[config.mk]
export PLATFORM = sky130hd
export DESIGN_NAME = asrh_host
export DESIGN_NICKNAME = d
export VERILOG_FILES = /design/src/asrh_pkg.sv /design/src/asrh_host.sv /design/src/asrh_sync.sv /design/src/asrh_fifo.sv
export SDC_FILE = /design/constraint.sdc
export NUM_CORES = 1
export LEC_CHECK = 0
export BUFFER_PORTS_ARGS = -buffer_cell sky130_fd_sc_hd__buf_2
export CELL_PAD_IN_SITES_DETAIL_PLACEMENT = 0
export CELL_PAD_IN_SITES_GLOBAL_PLACEMENT = 2
export CORE_MARGIN = 2
export CORE_UTILIZATION = 25
export DETAILED_ROUTE_END_ITERATION = 10
export PLACE_DENSITY = 0.52
export RECOVER_POWER = 50
export SYNTH_ARGS = -nofsm -noshare
export SYNTH_HDL_FRONTEND = slang
export SYNTH_SLANG_ARGS = --single-unit
[constraint.sdc]
create_clock -name mclk -period 2.82 [get_ports mclk]
set_input_delay 0.423 -clock mclk [delete_from_list [all_inputs] [get_ports mclk]]
set_output_delay 0.423 -clock mclk [all_outputs]
set_load 0.02 [all_outputs]
[src/asrh_pkg.sv]
// Shared constants and types for the converter serial readout host
package asrh_pkg;

	// ****************************************
	// Clock and link timing
	// ****************************************
	localparam int CLK_PERIOD_NS = 50;
	localparam int LINK_PERIOD_NS = 400;
	localparam int LINK_MAX_HZ = 10_000_000;
	localparam int LINK_MIN_PERIOD_NS = 1_000_000_000 / LINK_MAX_HZ;
	localparam int HALF_CYC = LINK_PERIOD_NS / 2 / CLK_PERIOD_NS;
	localparam int CONVERSION_START_N_LOW_NS = 100;
	localparam int CONVERSION_START_N_LOW_CYC = (CONVERSION_START_N_LOW_NS + CLK_PERIOD_NS - 1) / CLK_PERIOD_NS;

	// ****************************************
	// Frame layout
	// ****************************************
	localparam int FRAME_BITS = 16;
	localparam int RESULT_BITS = 12;
	localparam int LEAD_ZEROS = FRAME_BITS - RESULT_BITS;
	localparam int TMR_W = 8;
	localparam int CNT_W = 5;
	localparam int FIFO_DEPTH = 32;

	localparam logic [TMR_W-1:0] TMR_ZERO = 8'h00;
	localparam logic [TMR_W-1:0] TMR_ONE = 8'h01;
	localparam logic [TMR_W-1:0] TMR_HALF = TMR_W'(HALF_CYC);
	localparam logic [TMR_W-1:0] TMR_CONVERSION_START_N = TMR_W'(CONVERSION_START_N_LOW_CYC);
	localparam logic [CNT_W-1:0] CNT_ZERO = 5'h00;
	localparam logic [CNT_W-1:0] CNT_ONE = 5'h01;
	localparam logic [CNT_W-1:0] CNT_FRAME = CNT_W'(FRAME_BITS);

	// ****************************************
	// Sequencer
	// ****************************************
	typedef enum logic [2:0] {
		ST_IDLE = 3'h0,
		ST_CONVERSION_START_N = 3'h1,
		ST_WAIT_HI = 3'h2,
		ST_WAIT_LO = 3'h3,
		ST_LEAD = 3'h4,
		ST_SHIFT = 3'h5,
		ST_DONE = 3'h6
	} asrh_state_t;

	typedef struct packed {
		logic busy;
		logic conv_serial_data_out;
	} asrh_pins_t;

	typedef struct packed {
		asrh_state_t state;
		logic [TMR_W-1:0] tmr;
		logic [CNT_W-1:0] bits;
		logic [FRAME_BITS-1:0] shreg;
		logic sclk;
		logic fsync;
		logic sclk_out;
		logic conversion_start_n_n;
		logic busy_prev;
		logic [RESULT_BITS-1:0] result;
		logic strobe;
		logic frame_err;
	} asrh_ctl_t;

endpackage

[src/asrh_host.sv]
// Host that starts conversions and reads 16-bit frames from the converter
`timescale 1ns/1ns
`default_nettype none

// Notes on behaviour
// Serial clock gated by frame sync
// Frame sync is active high
// Busy falling edge triggers the read
// Exactly sixteen clock pulses per read
// Serial clock held low between transfers
// Missing first leading zero still accepted
// Link clock never above 10 MHz
// One sixteen-bit word per read
// Sample data on each falling edge
// Read only after conversion has finished
// No clocking during a conversion
// Converter sends four zeros then result
// Converter releases data after sixteenth edge
// Clock low when conversion start falls
// Low twelve bits presented with strobe
module asrh_host #(
	parameter int HALF = asrh_pkg::HALF_CYC,
	parameter int BUSY_WAIT = 255,
	parameter int DEPTH = asrh_pkg::FIFO_DEPTH
) (
	input wire logic mclk, // System clock, 20 MHz
	input wire logic rst, // Synchronous reset, high
	input wire logic start, // Request one conversion
	input wire logic auto_run, // Convert back to back
	output logic start_ready, // Sequencer idle
	output logic conversion_start_n, // Conversion start pin
	input wire logic host_interrupt_input, // Busy pin of converter
	output logic host_serial_clock_out, // Gated serial clock pin
	output logic host_frame_sync_out, // Frame sync, high in read
	input wire logic host_data_receive, // Serial data pin
	output logic [asrh_pkg::RESULT_BITS-1:0] result, // Last result
	output logic result_strobe, // One pulse per result
	output logic frame_err, // Leading bits 14:12 not zero
	output logic out_valid, // FIFO word available
	input wire logic out_ready, // FIFO reader accepts
	output logic [asrh_pkg::RESULT_BITS-1:0] out_data // FIFO head
);
	// ****************************************
	// Timing derived from parameters
	// ****************************************
	// Shortest legal half period; a faster setting is raised to it
	localparam int HALF_MIN = (asrh_pkg::LINK_MIN_PERIOD_NS + 2 * asrh_pkg::CLK_PERIOD_NS - 1)
		/ (2 * asrh_pkg::CLK_PERIOD_NS);
	localparam int HALF_USE = (HALF < HALF_MIN) ? HALF_MIN : HALF;
	// Timer spends a cycle at zero, so load one less than the half period
	localparam logic [asrh_pkg::TMR_W-1:0] T_HALF = asrh_pkg::TMR_W'(HALF_USE - 1);
	localparam logic [asrh_pkg::TMR_W-1:0] T_BUSY = asrh_pkg::TMR_W'(BUSY_WAIT);
	localparam int ZEROS_TOP = asrh_pkg::FRAME_BITS - 2;
	localparam int ZEROS_BOT = asrh_pkg::RESULT_BITS;

	asrh_pkg::asrh_ctl_t st;
	asrh_pkg::asrh_ctl_t next_st;
	asrh_pkg::asrh_pins_t pins_raw;
	asrh_pkg::asrh_pins_t pins;
	logic fifo_ready;
	logic busy_fall;
	logic tmr_done;

	// ****************************************
	// Pin synchronisation
	// ****************************************
	assign pins_raw.busy = host_interrupt_input;
	assign pins_raw.conv_serial_data_out = host_data_receive;

	asrh_sync #(
		.W($bits(asrh_pkg::asrh_pins_t))
	) u_sync (
		.mclk(mclk),
		.rst(rst),
		.d(pins_raw),
		.q(pins)
	);

	// End of conversion seen as a busy falling edge
	assign busy_fall = st.busy_prev && !pins.busy;
	assign tmr_done = st.tmr == asrh_pkg::TMR_ZERO;

	// ****************************************
	// Sequencer
	// ****************************************
	always_comb begin
		next_st = st;
		next_st.busy_prev = pins.busy;
		next_st.strobe = 1'b0;
		if (!tmr_done) begin
			next_st.tmr = st.tmr - asrh_pkg::TMR_ONE;
		end
		unique case (st.state)
			asrh_pkg::ST_IDLE: begin
				next_st.sclk = 1'b0;
				next_st.fsync = 1'b0;
				if (start || auto_run) begin
					// Clock is low here, so the bit counter resets cleanly
					next_st.conversion_start_n_n = 1'b0;
					next_st.tmr = asrh_pkg::TMR_CONVERSION_START_N;
					next_st.state = asrh_pkg::ST_CONVERSION_START_N;
				end
			end
			asrh_pkg::ST_CONVERSION_START_N: begin
				if (tmr_done) begin
					next_st.conversion_start_n_n = 1'b1;
					next_st.tmr = T_BUSY;
					next_st.state = asrh_pkg::ST_WAIT_HI;
				end
			end
			asrh_pkg::ST_WAIT_HI: begin
				// Short conversions may end before busy is seen high
				if (pins.busy) begin
					next_st.state = asrh_pkg::ST_WAIT_LO;
				end else if (tmr_done) begin
					next_st.state = asrh_pkg::ST_WAIT_LO;
				end
			end
			asrh_pkg::ST_WAIT_LO: begin
				// Link stays quiet during conversion to keep codes tight
				next_st.sclk = 1'b0;
				if (busy_fall || !pins.busy) begin
					next_st.fsync = 1'b1;
					next_st.tmr = T_HALF;
					next_st.bits = asrh_pkg::CNT_ZERO;
					next_st.state = asrh_pkg::ST_LEAD;
				end
			end
			asrh_pkg::ST_LEAD: begin
				if (tmr_done) begin
					next_st.sclk = 1'b1;
					next_st.tmr = T_HALF;
					next_st.state = asrh_pkg::ST_SHIFT;
				end
			end
			asrh_pkg::ST_SHIFT: begin
				if (tmr_done) begin
					if (st.sclk) begin
						// Falling edge: take one bit, MSB first
						next_st.sclk = 1'b0;
						next_st.shreg = {st.shreg[asrh_pkg::FRAME_BITS-2:0],
							pins.conv_serial_data_out};
						next_st.bits = st.bits + asrh_pkg::CNT_ONE;
						if (st.bits == asrh_pkg::CNT_FRAME - asrh_pkg::CNT_ONE) begin
							next_st.state = asrh_pkg::ST_DONE;
						end
					end else begin
						next_st.sclk = 1'b1;
					end
					next_st.tmr = T_HALF;
				end
			end
			asrh_pkg::ST_DONE: begin
				// Data line released by the converter; clock parks low
				next_st.fsync = 1'b0;
				next_st.sclk = 1'b0;
				// Stall here while the FIFO is full
				if (fifo_ready) begin
					next_st.result = st.shreg[asrh_pkg::RESULT_BITS-1:0];
					next_st.strobe = 1'b1;
					// First zero may be lost at speed, so it is not checked
					next_st.frame_err = |st.shreg[ZEROS_TOP:ZEROS_BOT];
					next_st.state = asrh_pkg::ST_IDLE;
				end
			end
			default: begin
				next_st.state = asrh_pkg::ST_IDLE;
			end
		endcase
		// Converter sees the clock only inside a frame
		next_st.sclk_out = next_st.sclk && next_st.fsync;
	end

	always_ff @(posedge mclk) begin
		if (rst) begin
			st <= '0;
			st.state <= asrh_pkg::ST_IDLE;
			st.conversion_start_n_n <= 1'b1;
		end else begin
			st <= next_st;
		end
	end

	// ****************************************
	// Result FIFO
	// ****************************************
	asrh_fifo #(
		.WIDTH(asrh_pkg::RESULT_BITS),
		.DEPTH(DEPTH)
	) u_fifo (
		.mclk(mclk),
		.rst(rst),
		.in_valid(st.state == asrh_pkg::ST_DONE),
		.in_ready(fifo_ready),
		.in_data(st.shreg[asrh_pkg::RESULT_BITS-1:0]),
		.out_valid(out_valid),
		.out_ready(out_ready),
		.out_data(out_data)
	);

	// ****************************************
	// Outputs
	// ****************************************
	assign start_ready = st.state == asrh_pkg::ST_IDLE;
	assign conversion_start_n = st.conversion_start_n_n;
	assign host_serial_clock_out = st.sclk_out;
	assign host_frame_sync_out = st.fsync;
	assign result = st.result;
	assign result_strobe = st.strobe;
	assign frame_err = st.frame_err;
endmodule
`default_nettype wire

[src/asrh_sync.sv]
// Two-flop synchroniser for pin inputs
`timescale 1ns/1ns
`default_nettype none
module asrh_sync #(
	parameter int W = 2
) (
	input wire logic mclk, // System clock
	input wire logic rst, // Synchronous reset, high
	input wire logic [W-1:0] d, // Asynchronous inputs
	output logic [W-1:0] q // Synchronised outputs
);
	typedef struct packed {
		logic [W-1:0] meta;
		logic [W-1:0] stable;
	} asrh_sync_st_t;

	asrh_sync_st_t st;
	asrh_sync_st_t next_st;

	always_comb begin
		next_st.meta = d;
		next_st.stable = st.meta;
	end

	always_ff @(posedge mclk) begin
		if (rst) begin
			st <= '0;
		end else begin
			st <= next_st;
		end
	end

	assign q = st.stable;
endmodule
`default_nettype wire

[src/asrh_fifo.sv]
// Result FIFO with valid/ready on both sides
`timescale 1ns/1ns
`default_nettype none
module asrh_fifo #(
	parameter int WIDTH = 12,
	parameter int DEPTH = 32
) (
	input wire logic mclk, // System clock
	input wire logic rst, // Synchronous reset, high
	input wire logic in_valid, // Write request
	output logic in_ready, // Space available
	input wire logic [WIDTH-1:0] in_data, // Write data
	output logic out_valid, // Data available
	input wire logic out_ready, // Reader accepts
	output logic [WIDTH-1:0] out_data // Head word
);
	localparam int AW = $clog2(DEPTH);

	typedef struct packed {
		logic [AW:0] wp;
		logic [AW:0] rp;
	} asrh_fifo_st_t;

	asrh_fifo_st_t st;
	asrh_fifo_st_t next_st;
	logic [WIDTH-1:0] mem [DEPTH];
	logic full;
	logic empty;
	logic do_wr;
	logic do_rd;

	assign empty = st.wp == st.rp;
	assign full = (st.wp[AW] != st.rp[AW]) && (st.wp[AW-1:0] == st.rp[AW-1:0]);
	assign in_ready = !full;
	assign out_valid = !empty;
	assign do_wr = in_valid && !full;
	assign do_rd = out_ready && !empty;
	assign out_data = mem[st.rp[AW-1:0]];

	always_comb begin
		next_st = st;
		if (do_wr) begin
			next_st.wp = st.wp + 1'b1;
		end
		if (do_rd) begin
			next_st.rp = st.rp + 1'b1;
		end
	end

	always_ff @(posedge mclk) begin
		if (rst) begin
			st <= '0;
		end else begin
			st <= next_st;
		end
		if (do_wr) begin
			mem[st.wp[AW-1:0]] <= in_data;
		end
	end
endmodule
`default_nettype wire

==> results of run 1 <==
worst paths after layout:
path | startpoint | endpoint | cells past startpoint
max | register | out_data[2] | 7
max reg2reg | st[40]$_SDFF_PP0_ | st[30]$_SDFFE_PP0P_ | 9
min reg2reg | u_sync.q[0]$_SDFF_PP0_ | st[19]$_SDFFE_PP0P_ | 2
min | host_interrupt_input | u_sync.next_st[1]$_SDFF_PP0_ | 2
kinds of logic (layout without fill, tap and decap cells):
logic type | count (synthesis) | count (layout) | share of synthesized area (%)
adders and majority gates | 11 | 11 | 0.771
xor gates and xnor gates | 15 | 15 | 0.735
and+or+nand+nor | 191 | 191 | 4.95
buffers and inverters | 71 | 222 | 2.01
muxes | 148 | 148 | 16.8
DFF | 454 | 454 | 72.4
AOI/OAI and AO/OA | 69 | 69 | 2.33
power by group:
group / total [mW] / internal, mW / switching, mW / leakage [nW]
Combinational: 1.33 / 0.577 / 0.753 / 1.79
Clock: 6.63 / 3.86 / 2.77 / 0.799
Sequential: 7.33 / 7.26 / 0.0689 / 4.13
Total: 15.3 / 11.7 / 3.60 / 6.71
timing repair:
item                                   CTS  global route
gates cloned                             6             1
setup endpoints to repair               12            12
endpoints found under the hold margin    1             0
hold buffers                             1             0
resized for setup                       33             2
pin swaps                                0             0
setup buffers                            7             0
final cells by class:
type                            count  area (µm²)  share of cell area [%]
Sequential cell                   454       12900                    60.0
Multi-Input combinational cell    434        4590                    21.3
Clock buffer                       60        1300                    6.03
Tap cell                          950        1190                    5.52
Timing Repair Buffer              120        1120                    5.21
Clock inverter                     33         375                    1.74
Inverter                            9        33.8                   0.157
per-layer routing:
| layer | up-vias | share of wire (%) |
|---|---|---|
| li1 | 4039 | - |
| met1 | 4785 | 46 |
| met2 | 170 | 48 |
| met3 | 53 | 4.0 |
| met4 | 0 | 1.8 |
| met5 | - | 0 |
state kept, by name, indices dropped and copies added (netlist names), named ones only:
register / count
u_fifo.mem: 384
st: 32
result: 12
u_fifo.st: 12
u_sync.next_st: 2
u_sync.q: 2
conversion_start_n: 1
frame_err: 1
host_frame_sync_out: 1
host_serial_clock_out: 1
result_strobe: 1
critical path, delay by kind of cell (launching register included):
family,cells,cell delay [ps]
buffers and inverters,4,500
DFF,1,390
muxes,3,1380
cells in the mapped netlist, types with 4 or more instances:
library cell,count
inv_1,9
nor2b_1,11
nor3_1,5
buf_6,5
xnor2_1,10
o21ai_0,10
a31oi_1,6
nand2b_1,4
mux4_2,120
buf_2,8
buf_4,12
nand4_1,4
dfxtp_1,70
or2_2,4
nand3_1,10
xor2_1,5
nand3b_1,4
mux2i_1,14
edfxtp_1,384
ha_1,11
mux2_2,14
nor2_1,74
nand2_1,56
clkbuf_1,32
buf_1,5
a21oi_1,35
metrics by stage:
step	cell area, µm²	power [mW]	worst slack [ps]	hold WS [ps]
after floorplan	17900	8.36	144	414
after detailed placement	19600	8.77	103	429
final	21600	15.3	-478	68.7
after global placement	19600	8.78	110	424
after CTS	21700	15.6	-537	57.5
after global routing	21600	15.9	-558	80.1
==> impl_metrics.tcl, run 1 <==
set metrics [dict create \
    violations "max-capacitance violations, max-slew violations, negative setup slack" \
    htreeDepth 2 \
    grt_max_degree 45 \
    num_antenna_cells 0 \
    crit_chain "buf_12, buf_12, buf_16, mux4_2, mux4_2, mux2_4, buf_6" \
    syn_inst 959 \
    setup_viol 12 \
    worstMarginPinSlew_ps 1850 \
    path_max_fanout 5 \
    final_util_pct 30.3 \
    num_io_pins 38 \
    antenna_found_initial 3 \
    p_per_area_nw_per_um2 710 \
    finalNetCount 1087 \
    drc_errors 0 \
    via_per_inst 4.39 \
    die_y_um 271 \
    grt_pass1_wl_um 66900 \
    clock_latency_ps 620 \
    clockRootBuffer "clkbuf_16" \
    period_needed_ps 3300 \
    slew_violations 375 \
    wirelength_um 45900 \
    startpoint_type "register" \
    final_antenna_net_count 0 \
    synthTopCellsByArea "edfxtp_1 65%, mux4_2 15%, dfxtp_1 7.8%" \
    p_leak_nw 6.71 \
    nFillCells 7018 \
    die_w_um 271 \
    period_share_pct 117 \
    maxCapViolCount 11 \
    grt_pass1_vias 9422 \
    clkSinkCount 454 \
    syn_area_per_cell_um2 18.6 \
    worstHoldPathType "in2reg" \
    io_buffers 37 \
    use_met1_pct 17.3 \
    fmax_ghz 0.303 \
    synth-edff-count 384 \
    ys_ff_latch 454 \
    postSynthNetCount 977 \
    via_count 9047 \
    layout_common_cells "384 x edfxtp_1, 120 x mux4_2, 74 x nor2_1, 67 x dfxtp_1, 56 x nand2_1" \
    yosys_warnings 0 \
    cts.clk_slew.worst_paths_ps 60 \
    syn_to_final_growth_pct 20.7 \
    grt_setup_unrepaired "true" \
    critical_path_class "reg2out" \
    place.gp.congestion 0.695 \
    clock_skew_ps 48.0 \
    gr-usage-met3_pct 2.18 \
    peakVddDrop_mv 0.419 \
    synthDistinctLibCells 48 \
    stdcell_count 2060 \
    post_drt_wl_per_cell_um 22.3 \
    layout_setup_ws_ps -478 \
    grt_usage_pct 12.5 \
    yosys.area.top_type "edfxtp_1" \
    clockBufferDepth 3 \
    coreArea_um2 71100 \
    grt_util_met2_pct 20.2 \
    top_usage_layer "met2" \
    synth_async_sr_flop_share_pct 0 \
    tritoncts "built" \
    drive_gt1_share_pct 27.3 \
    first_pass_iters 5 \
    hpwl_um 26300 \
    tns_ps -5450 \
    grt_overflow 0 \
    syn-cell-area_um2 17900 \
    synth_top_area_share_pct 64.6 \
    outcome "finished, violations left" \
    die_area_um2 73600 \
    hold_violations 0 \
    crit_path_end_kind "output port" \
    start_util_pct 25.1 \
    core.rowCount 98 \
    cp_slowest_stage_delay_ps 580 \
    regToRegSetupSlack_ps 420 \
    drt-initial-drc-count 580 \
    cp_data_required_time_ps 2400 \
    placed_cells 1954 \
    cts_made_buffers 50 \
    synth_ff_type "edfxtp_1" \
    final_common_cell "edfxtp_1" \
    crit_path_top_delay_cell "mux4_2" \
    cp.arrival_ps 2880 \
    seq_area_frac_synth_pct 72.4 \
    max_slew_margin_pct -23.2 \
]
Note: power is estimated with default switching activity, not from simulation.
==> run 2, diff against run 1 <==
--- a/config.mk
+++ b/config.mk
@@ -14,4 +14,5 @@
 export PLACE_DENSITY = 0.52
 export RECOVER_POWER = 50
+export REMOVE_ABC_BUFFERS = 1
 export SYNTH_ARGS = -nofsm -noshare
 export SYNTH_HDL_FRONTEND = slang
==> constraint.sdc (replaced) <==
create_clock -name mclk -period 2.82 [get_ports mclk]
set_input_delay 0.282 -clock mclk [delete_from_list [all_inputs] [get_ports mclk]]
set_output_delay 0.282 -clock mclk [all_outputs]
set_load 0.02 [all_outputs]
==> impl_metrics.tcl, run 2 (synthesis gave the netlist of run 1 again) <==
set metrics [dict create \
    worstMarginPinSlew_ps 2070 \
    stdcell_count 2071 \
    setup_viol 12 \
    clkSinkCount 454 \
    grt_usage_pct 12.6 \
    core.rowCount 98 \
    num_io_pins 38 \
    placed_cells 1958 \
    layout_setup_ws_ps -309 \
    worstHoldPathType "in2reg" \
    antenna_found_initial 3 \
    fmax_ghz 0.320 \
    cts_made_buffers 51 \
    finalNetCount 1097 \
    htreeDepth 2 \
    period_needed_ps 3130 \
    crit_path_end_kind "output port" \
    peakVddDrop_mv 0.513 \
    final_common_cell "edfxtp_1" \
    clock_skew_ps 32.1 \
    slew_violations 253 \
    hpwl_um 27400 \
    via_count 9027 \
    grt_max_degree 37 \
    clock_latency_ps 620 \
    first_pass_iters 5 \
    violations "max-capacitance violations, max-slew violations, negative setup slack" \
    tritoncts "built" \
    largest_reg_flops 384 \
    drive_gt1_share_pct 27.5 \
    final_antenna_net_count 0 \
    coreArea_um2 71100 \
    syn_to_final_growth_pct 22.9 \
    post_drt_wl_per_cell_um 22.3 \
    grt_overflow 0 \
    io_buffers 37 \
    drt-initial-drc-count 607 \
    die_area_um2 73600 \
    cp.arrival_ps 2850 \
    p_leak_nw 6.84 \
    postPlaceCellArea_um2 19900 \
    grt_pass1_wl_um 67700 \
    wirelength_um 46200 \
    via_per_inst 4.36 \
    cp_data_required_time_ps 2540 \
    regToRegSetupSlack_ps 370 \
    cts.clk_slew.worst_paths_ps 60 \
    clockRootBuffer "clkbuf_16" \
    startpoint_type "register" \
    die_y_um 271 \
    max_slew_margin_pct -38.1 \
    grt_setup_unrepaired "true" \
    clockBufferDepth 3 \
    period_share_pct 111 \
    start_util_pct 25.1 \
    layout_common_cells "384 x edfxtp_1, 120 x mux4_2, 74 x nor2_1, 67 x dfxtp_1, 56 x nand2_1" \
    path_max_fanout 5 \
    design_area_um2 22000 \
    hold_violations 0 \
    drc_errors 0 \
    die_w_um 271 \
    place.gp.congestion 0.707 \
    maxCapViolCount 7 \
    grt_pass1_vias 9642 \
    nFillCells 6983 \
    p_per_area_nw_per_um2 698 \
    outcome "finished, violations left" \
    critical_path_class "reg2out" \
]
## run 2: changes by cell type in the layout (fill, tap and decap cells not counted), moves of 2 or more
cell           previous run  this run
clkinv_2                  7         4
clkbuf_16                51        53
clkbuf_1                 41        45
buf_16                    6         9
buf_2                    12         9
buf_4                    41        28
buf_12                   16        36
dlygate4sd3_1             1         3
## run 2: final cells by class
class                           instances  area (µm²)  area share [%]
Clock buffer                           64        1340            6.08
Antenna cell                            1        2.50          0.0114
Tap cell                              950        1190            5.41
Multi-Input combinational cell        434        4590            20.9
Clock inverter                         30         343            1.56
Timing Repair Buffer                  129        1520            6.93
Sequential cell                       454       12900            58.9
Inverter                                9        33.8           0.154
## run 2: report_power, final
group          total [mW]  switching, mW  internal [mW]
sequential           7.33         0.0677           7.26
clock                6.64           2.80           3.84
combinational        1.36          0.753          0.611
total                15.3           3.62           11.7
## run 2: worst paths after layout
kind	start	to	cells past startpoint
hold / removal	start	conversion_start_n$_SDFFE_PP1P_	5
setup / recovery	register	out_data[9]	7
setup reg to reg	st[41]$_SDFF_PP0_	st[31]$_SDFFE_PP0P_	9
hold reg to reg	u_sync.next_st[0]$_SDFF_PP0_	u_sync.q[0]$_SDFF_PP0_	1
## run 2: repair_timing
item	4_1_cts	5_1_grt
hold buffers	3	0
endpoints found under the hold margin	4	0
setup endpoints to repair	12	12
setup buffers	6	0
gates cloned	7	2
resized for setup	31	7
## run 2: per-layer routing
| metal | track usage, % | routed length (µm) |
|---|---|---|
| met2 | 20.4 | 21700 |
| met3 | 1.91 | 2250 |
| met4 | 3.56 | 1010 |
| met1 | 17.6 | 21300 |
| met5 | 0 | 0 |
## run 2: per-stage QoR
stage               hold WS (ps)  power [mW]  setup TNS (ps)  utilization, %  setup WS (ps)
floorplan                    351        8.34          -54300               -          -2910
global placement             434        8.78               0            28.0            213
detailed placement           426        8.77               0            28.0            212
CTS                          196        15.6           -4120            30.9           -366
global route                 239        16.0           -4320            30.9           -389
finish                       221        15.3           -3320            30.9           -309
## run 2: critical path, cell delays in order (launching register included)
cell     delay [ps]
dfxtp_4         370
buf_12          130
buf_12          120
buf_16          120
mux4_2          570
mux4_2          520
mux2_4          280
buf_6           130
==> run 3, diff against run 2 <==
- CORE_UTILIZATION: 25 -> 36
- PLACE_DENSITY: 0.52 -> 0.68
==> impl_metrics.tcl, run 3 (synthesis gave the netlist of run 1 again) <==
set metrics [dict create \
    clockRootBuffer "clkbuf_16" \
    grt_setup_unrepaired "true" \
    clock_latency_ps 590 \
    period_needed_ps 3150 \
    drc_errors 0 \
    p_leak_nw 6.71 \
    pre_cts_ws_ps 210 \
    via_count 9070 \
    peakVddDrop_mv 0.519 \
    clkSinkCount 454 \
    grt_pass1_wl_um 60600 \
    layout_common_cells "384 x edfxtp_1, 120 x mux4_2, 74 x nor2_1, 67 x dfxtp_1" \
    cts.clk_slew.worst_paths_ps 60 \
    first_pass_iters 5 \
    maxCapViolCount 12 \
    htreeDepth 2 \
    final_common_cell "edfxtp_1" \
    die_y_um 227 \
    violations "max-capacitance violations, max-slew violations, negative setup slack" \
    max_slew_margin_pct -31.2 \
    p_per_area_nw_per_um2 688 \
    crit_path_end_kind "output port" \
    cp.arrival_ps 2870 \
    slew_violations 431 \
    finalPower_mw 14.5 \
    hpwl_um 24700 \
    regToRegSetupSlack_ps 480 \
    stdcell_count 1780 \
    path_max_fanout 6 \
    grt_usage_pct 16.4 \
    grt_overflow 0 \
    cts_made_buffers 48 \
    startpoint_type "register" \
    layout_setup_ws_ps -330 \
    worstHoldPathType "in2reg" \
    coreArea_um2 49000 \
    drt-initial-drc-count 687 \
    place.gp.congestion 0.742 \
    syn_to_final_growth_pct 18.1 \
    period_share_pct 112 \
    io_buffers 37 \
    post_drt_wl_per_cell_um 23.4 \
    crit_path_top_delay_cell "mux4_2" \
    placed_cells 1673 \
    setup_viol 12 \
    cp_slowest_stage_delay_ps 570 \
    worstMarginPinSlew_ps 1970 \
    outcome "finished, violations left" \
    start_util_pct 36.5 \
    grt_max_degree 50 \
    die_w_um 227 \
    crit_chain "buf_12, clkbuf_16, buf_6, mux4_2, mux4_2, mux2_4, buf_6" \
    clockBufferDepth 3 \
    finalNetCount 1096 \
    via_per_inst 5.10 \
    cp_top_family "multiplexers" \
    hold_violations 0 \
    antenna_found_initial 0 \
    tns_ps -3570 \
    final_antenna_net_count 0 \
    wirelength_um 41600 \
    grt_pass1_vias 9174 \
    largest_reg_flops 384 \
    die_area_um2 51400 \
    clock_skew_ps 28.0 \
    core.rowCount 81 \
    num_io_pins 38 \
    cp_data_required_time_ps 2540 \
    critical_path_class "reg2out" \
    drive_gt1_share_pct 27.5 \
    hold_slack_ps 210 \
    fmax_ghz 0.317 \
    tritoncts "built" \
    worst-path-buf-inv 4 \
]
-- run 3: cell count changes in the layout (fill, tap and decap cells not counted), moves of 2 or more --
cell	previous run	this run
buf_12	36	7
buf_4	28	49
buf_6	8	19
buf_16	9	4
bufinv_16	5	0
clkinv_1	12	7
clkinv_2	4	8
clkbuf_16	53	56
mux2_2	6	3
mux2_4	8	11
buf_2	9	7
buf_8	0	2
-- run 3: final timing paths --
check / from / end / depth (start not counted)
hold reg to reg: u_sync.q[0]$_SDFF_PP0_ / st[19]$_SDFFE_PP0P_ / 2
setup / recovery: register / out_data[6] / 7
setup reg to reg: st[40]$_SDFF_PP0_ / st[25]$_SDFFE_PP0P_ / 9
hold / removal: start / conversion_start_n$_SDFFE_PP1P_ / 5
-- run 3: layout make-up --
| type | count | area (µm²) |
|---|---|---|
| Multi-Input combinational cell | 434 | 4600 |
| Clock inverter | 24 | 175 |
| Inverter | 9 | 33.8 |
| Antenna cell | 1 | 2.50 |
| Clock buffer | 63 | 1290 |
| Sequential cell | 454 | 12900 |
| Timing Repair Buffer | 131 | 1230 |
| Fill cell | 4295 | 27900 |
| Tap cell | 664 | 831 |
-- run 3: layer usage --
| metal | global-route usage, % | part of all wire [%] | vias up |
|---|---|---|---|
| li1 | - | - | 4051 |
| met1 | 22.6 | 43 | 4703 |
| met2 | 26.4 | 48 | 257 |
| met3 | 3.07 | 6.8 | 59 |
| met4 | 4.65 | 1.8 | 0 |
| met5 | 0 | 0 | - |
-- run 3: report_power, final --
part	total, mW	switching (mW)	internal (mW)
logic	1.34	0.739	0.597
registers	7.33	0.0686	7.26
clock network	5.85	2.60	3.25
total	14.5	3.41	11.1
-- run 3: worst reg2reg max path, stage by stage, from the launching register on --
cell	delay, ps
dfxtp_1	340
inv_1	70
ha_1	200
nor4b_1	320
nand2_1	110
inv_1	170
ha_1	200
and2_1	510
nand2_1	120
a21oi_1	200
-- run 3: repair_timing --
item,4_1_cts,5_1_grt
pin swaps,0,0
buffers inserted,1,6
cloned,1,8
endpoints found under the hold margin,4,0
setup endpoints to repair,12,12
resized for setup,10,41
hold buffers,3,0
-- run 3: metrics by stage --
step | util [%] | area, µm²
floorplan | - | 17500
CTS | 42.5 | 20800
global route | 43.1 | 21100
finish | 43.1 | 21100
detailed placement | 39.3 | 19200
global placement | 39.3 | 19200
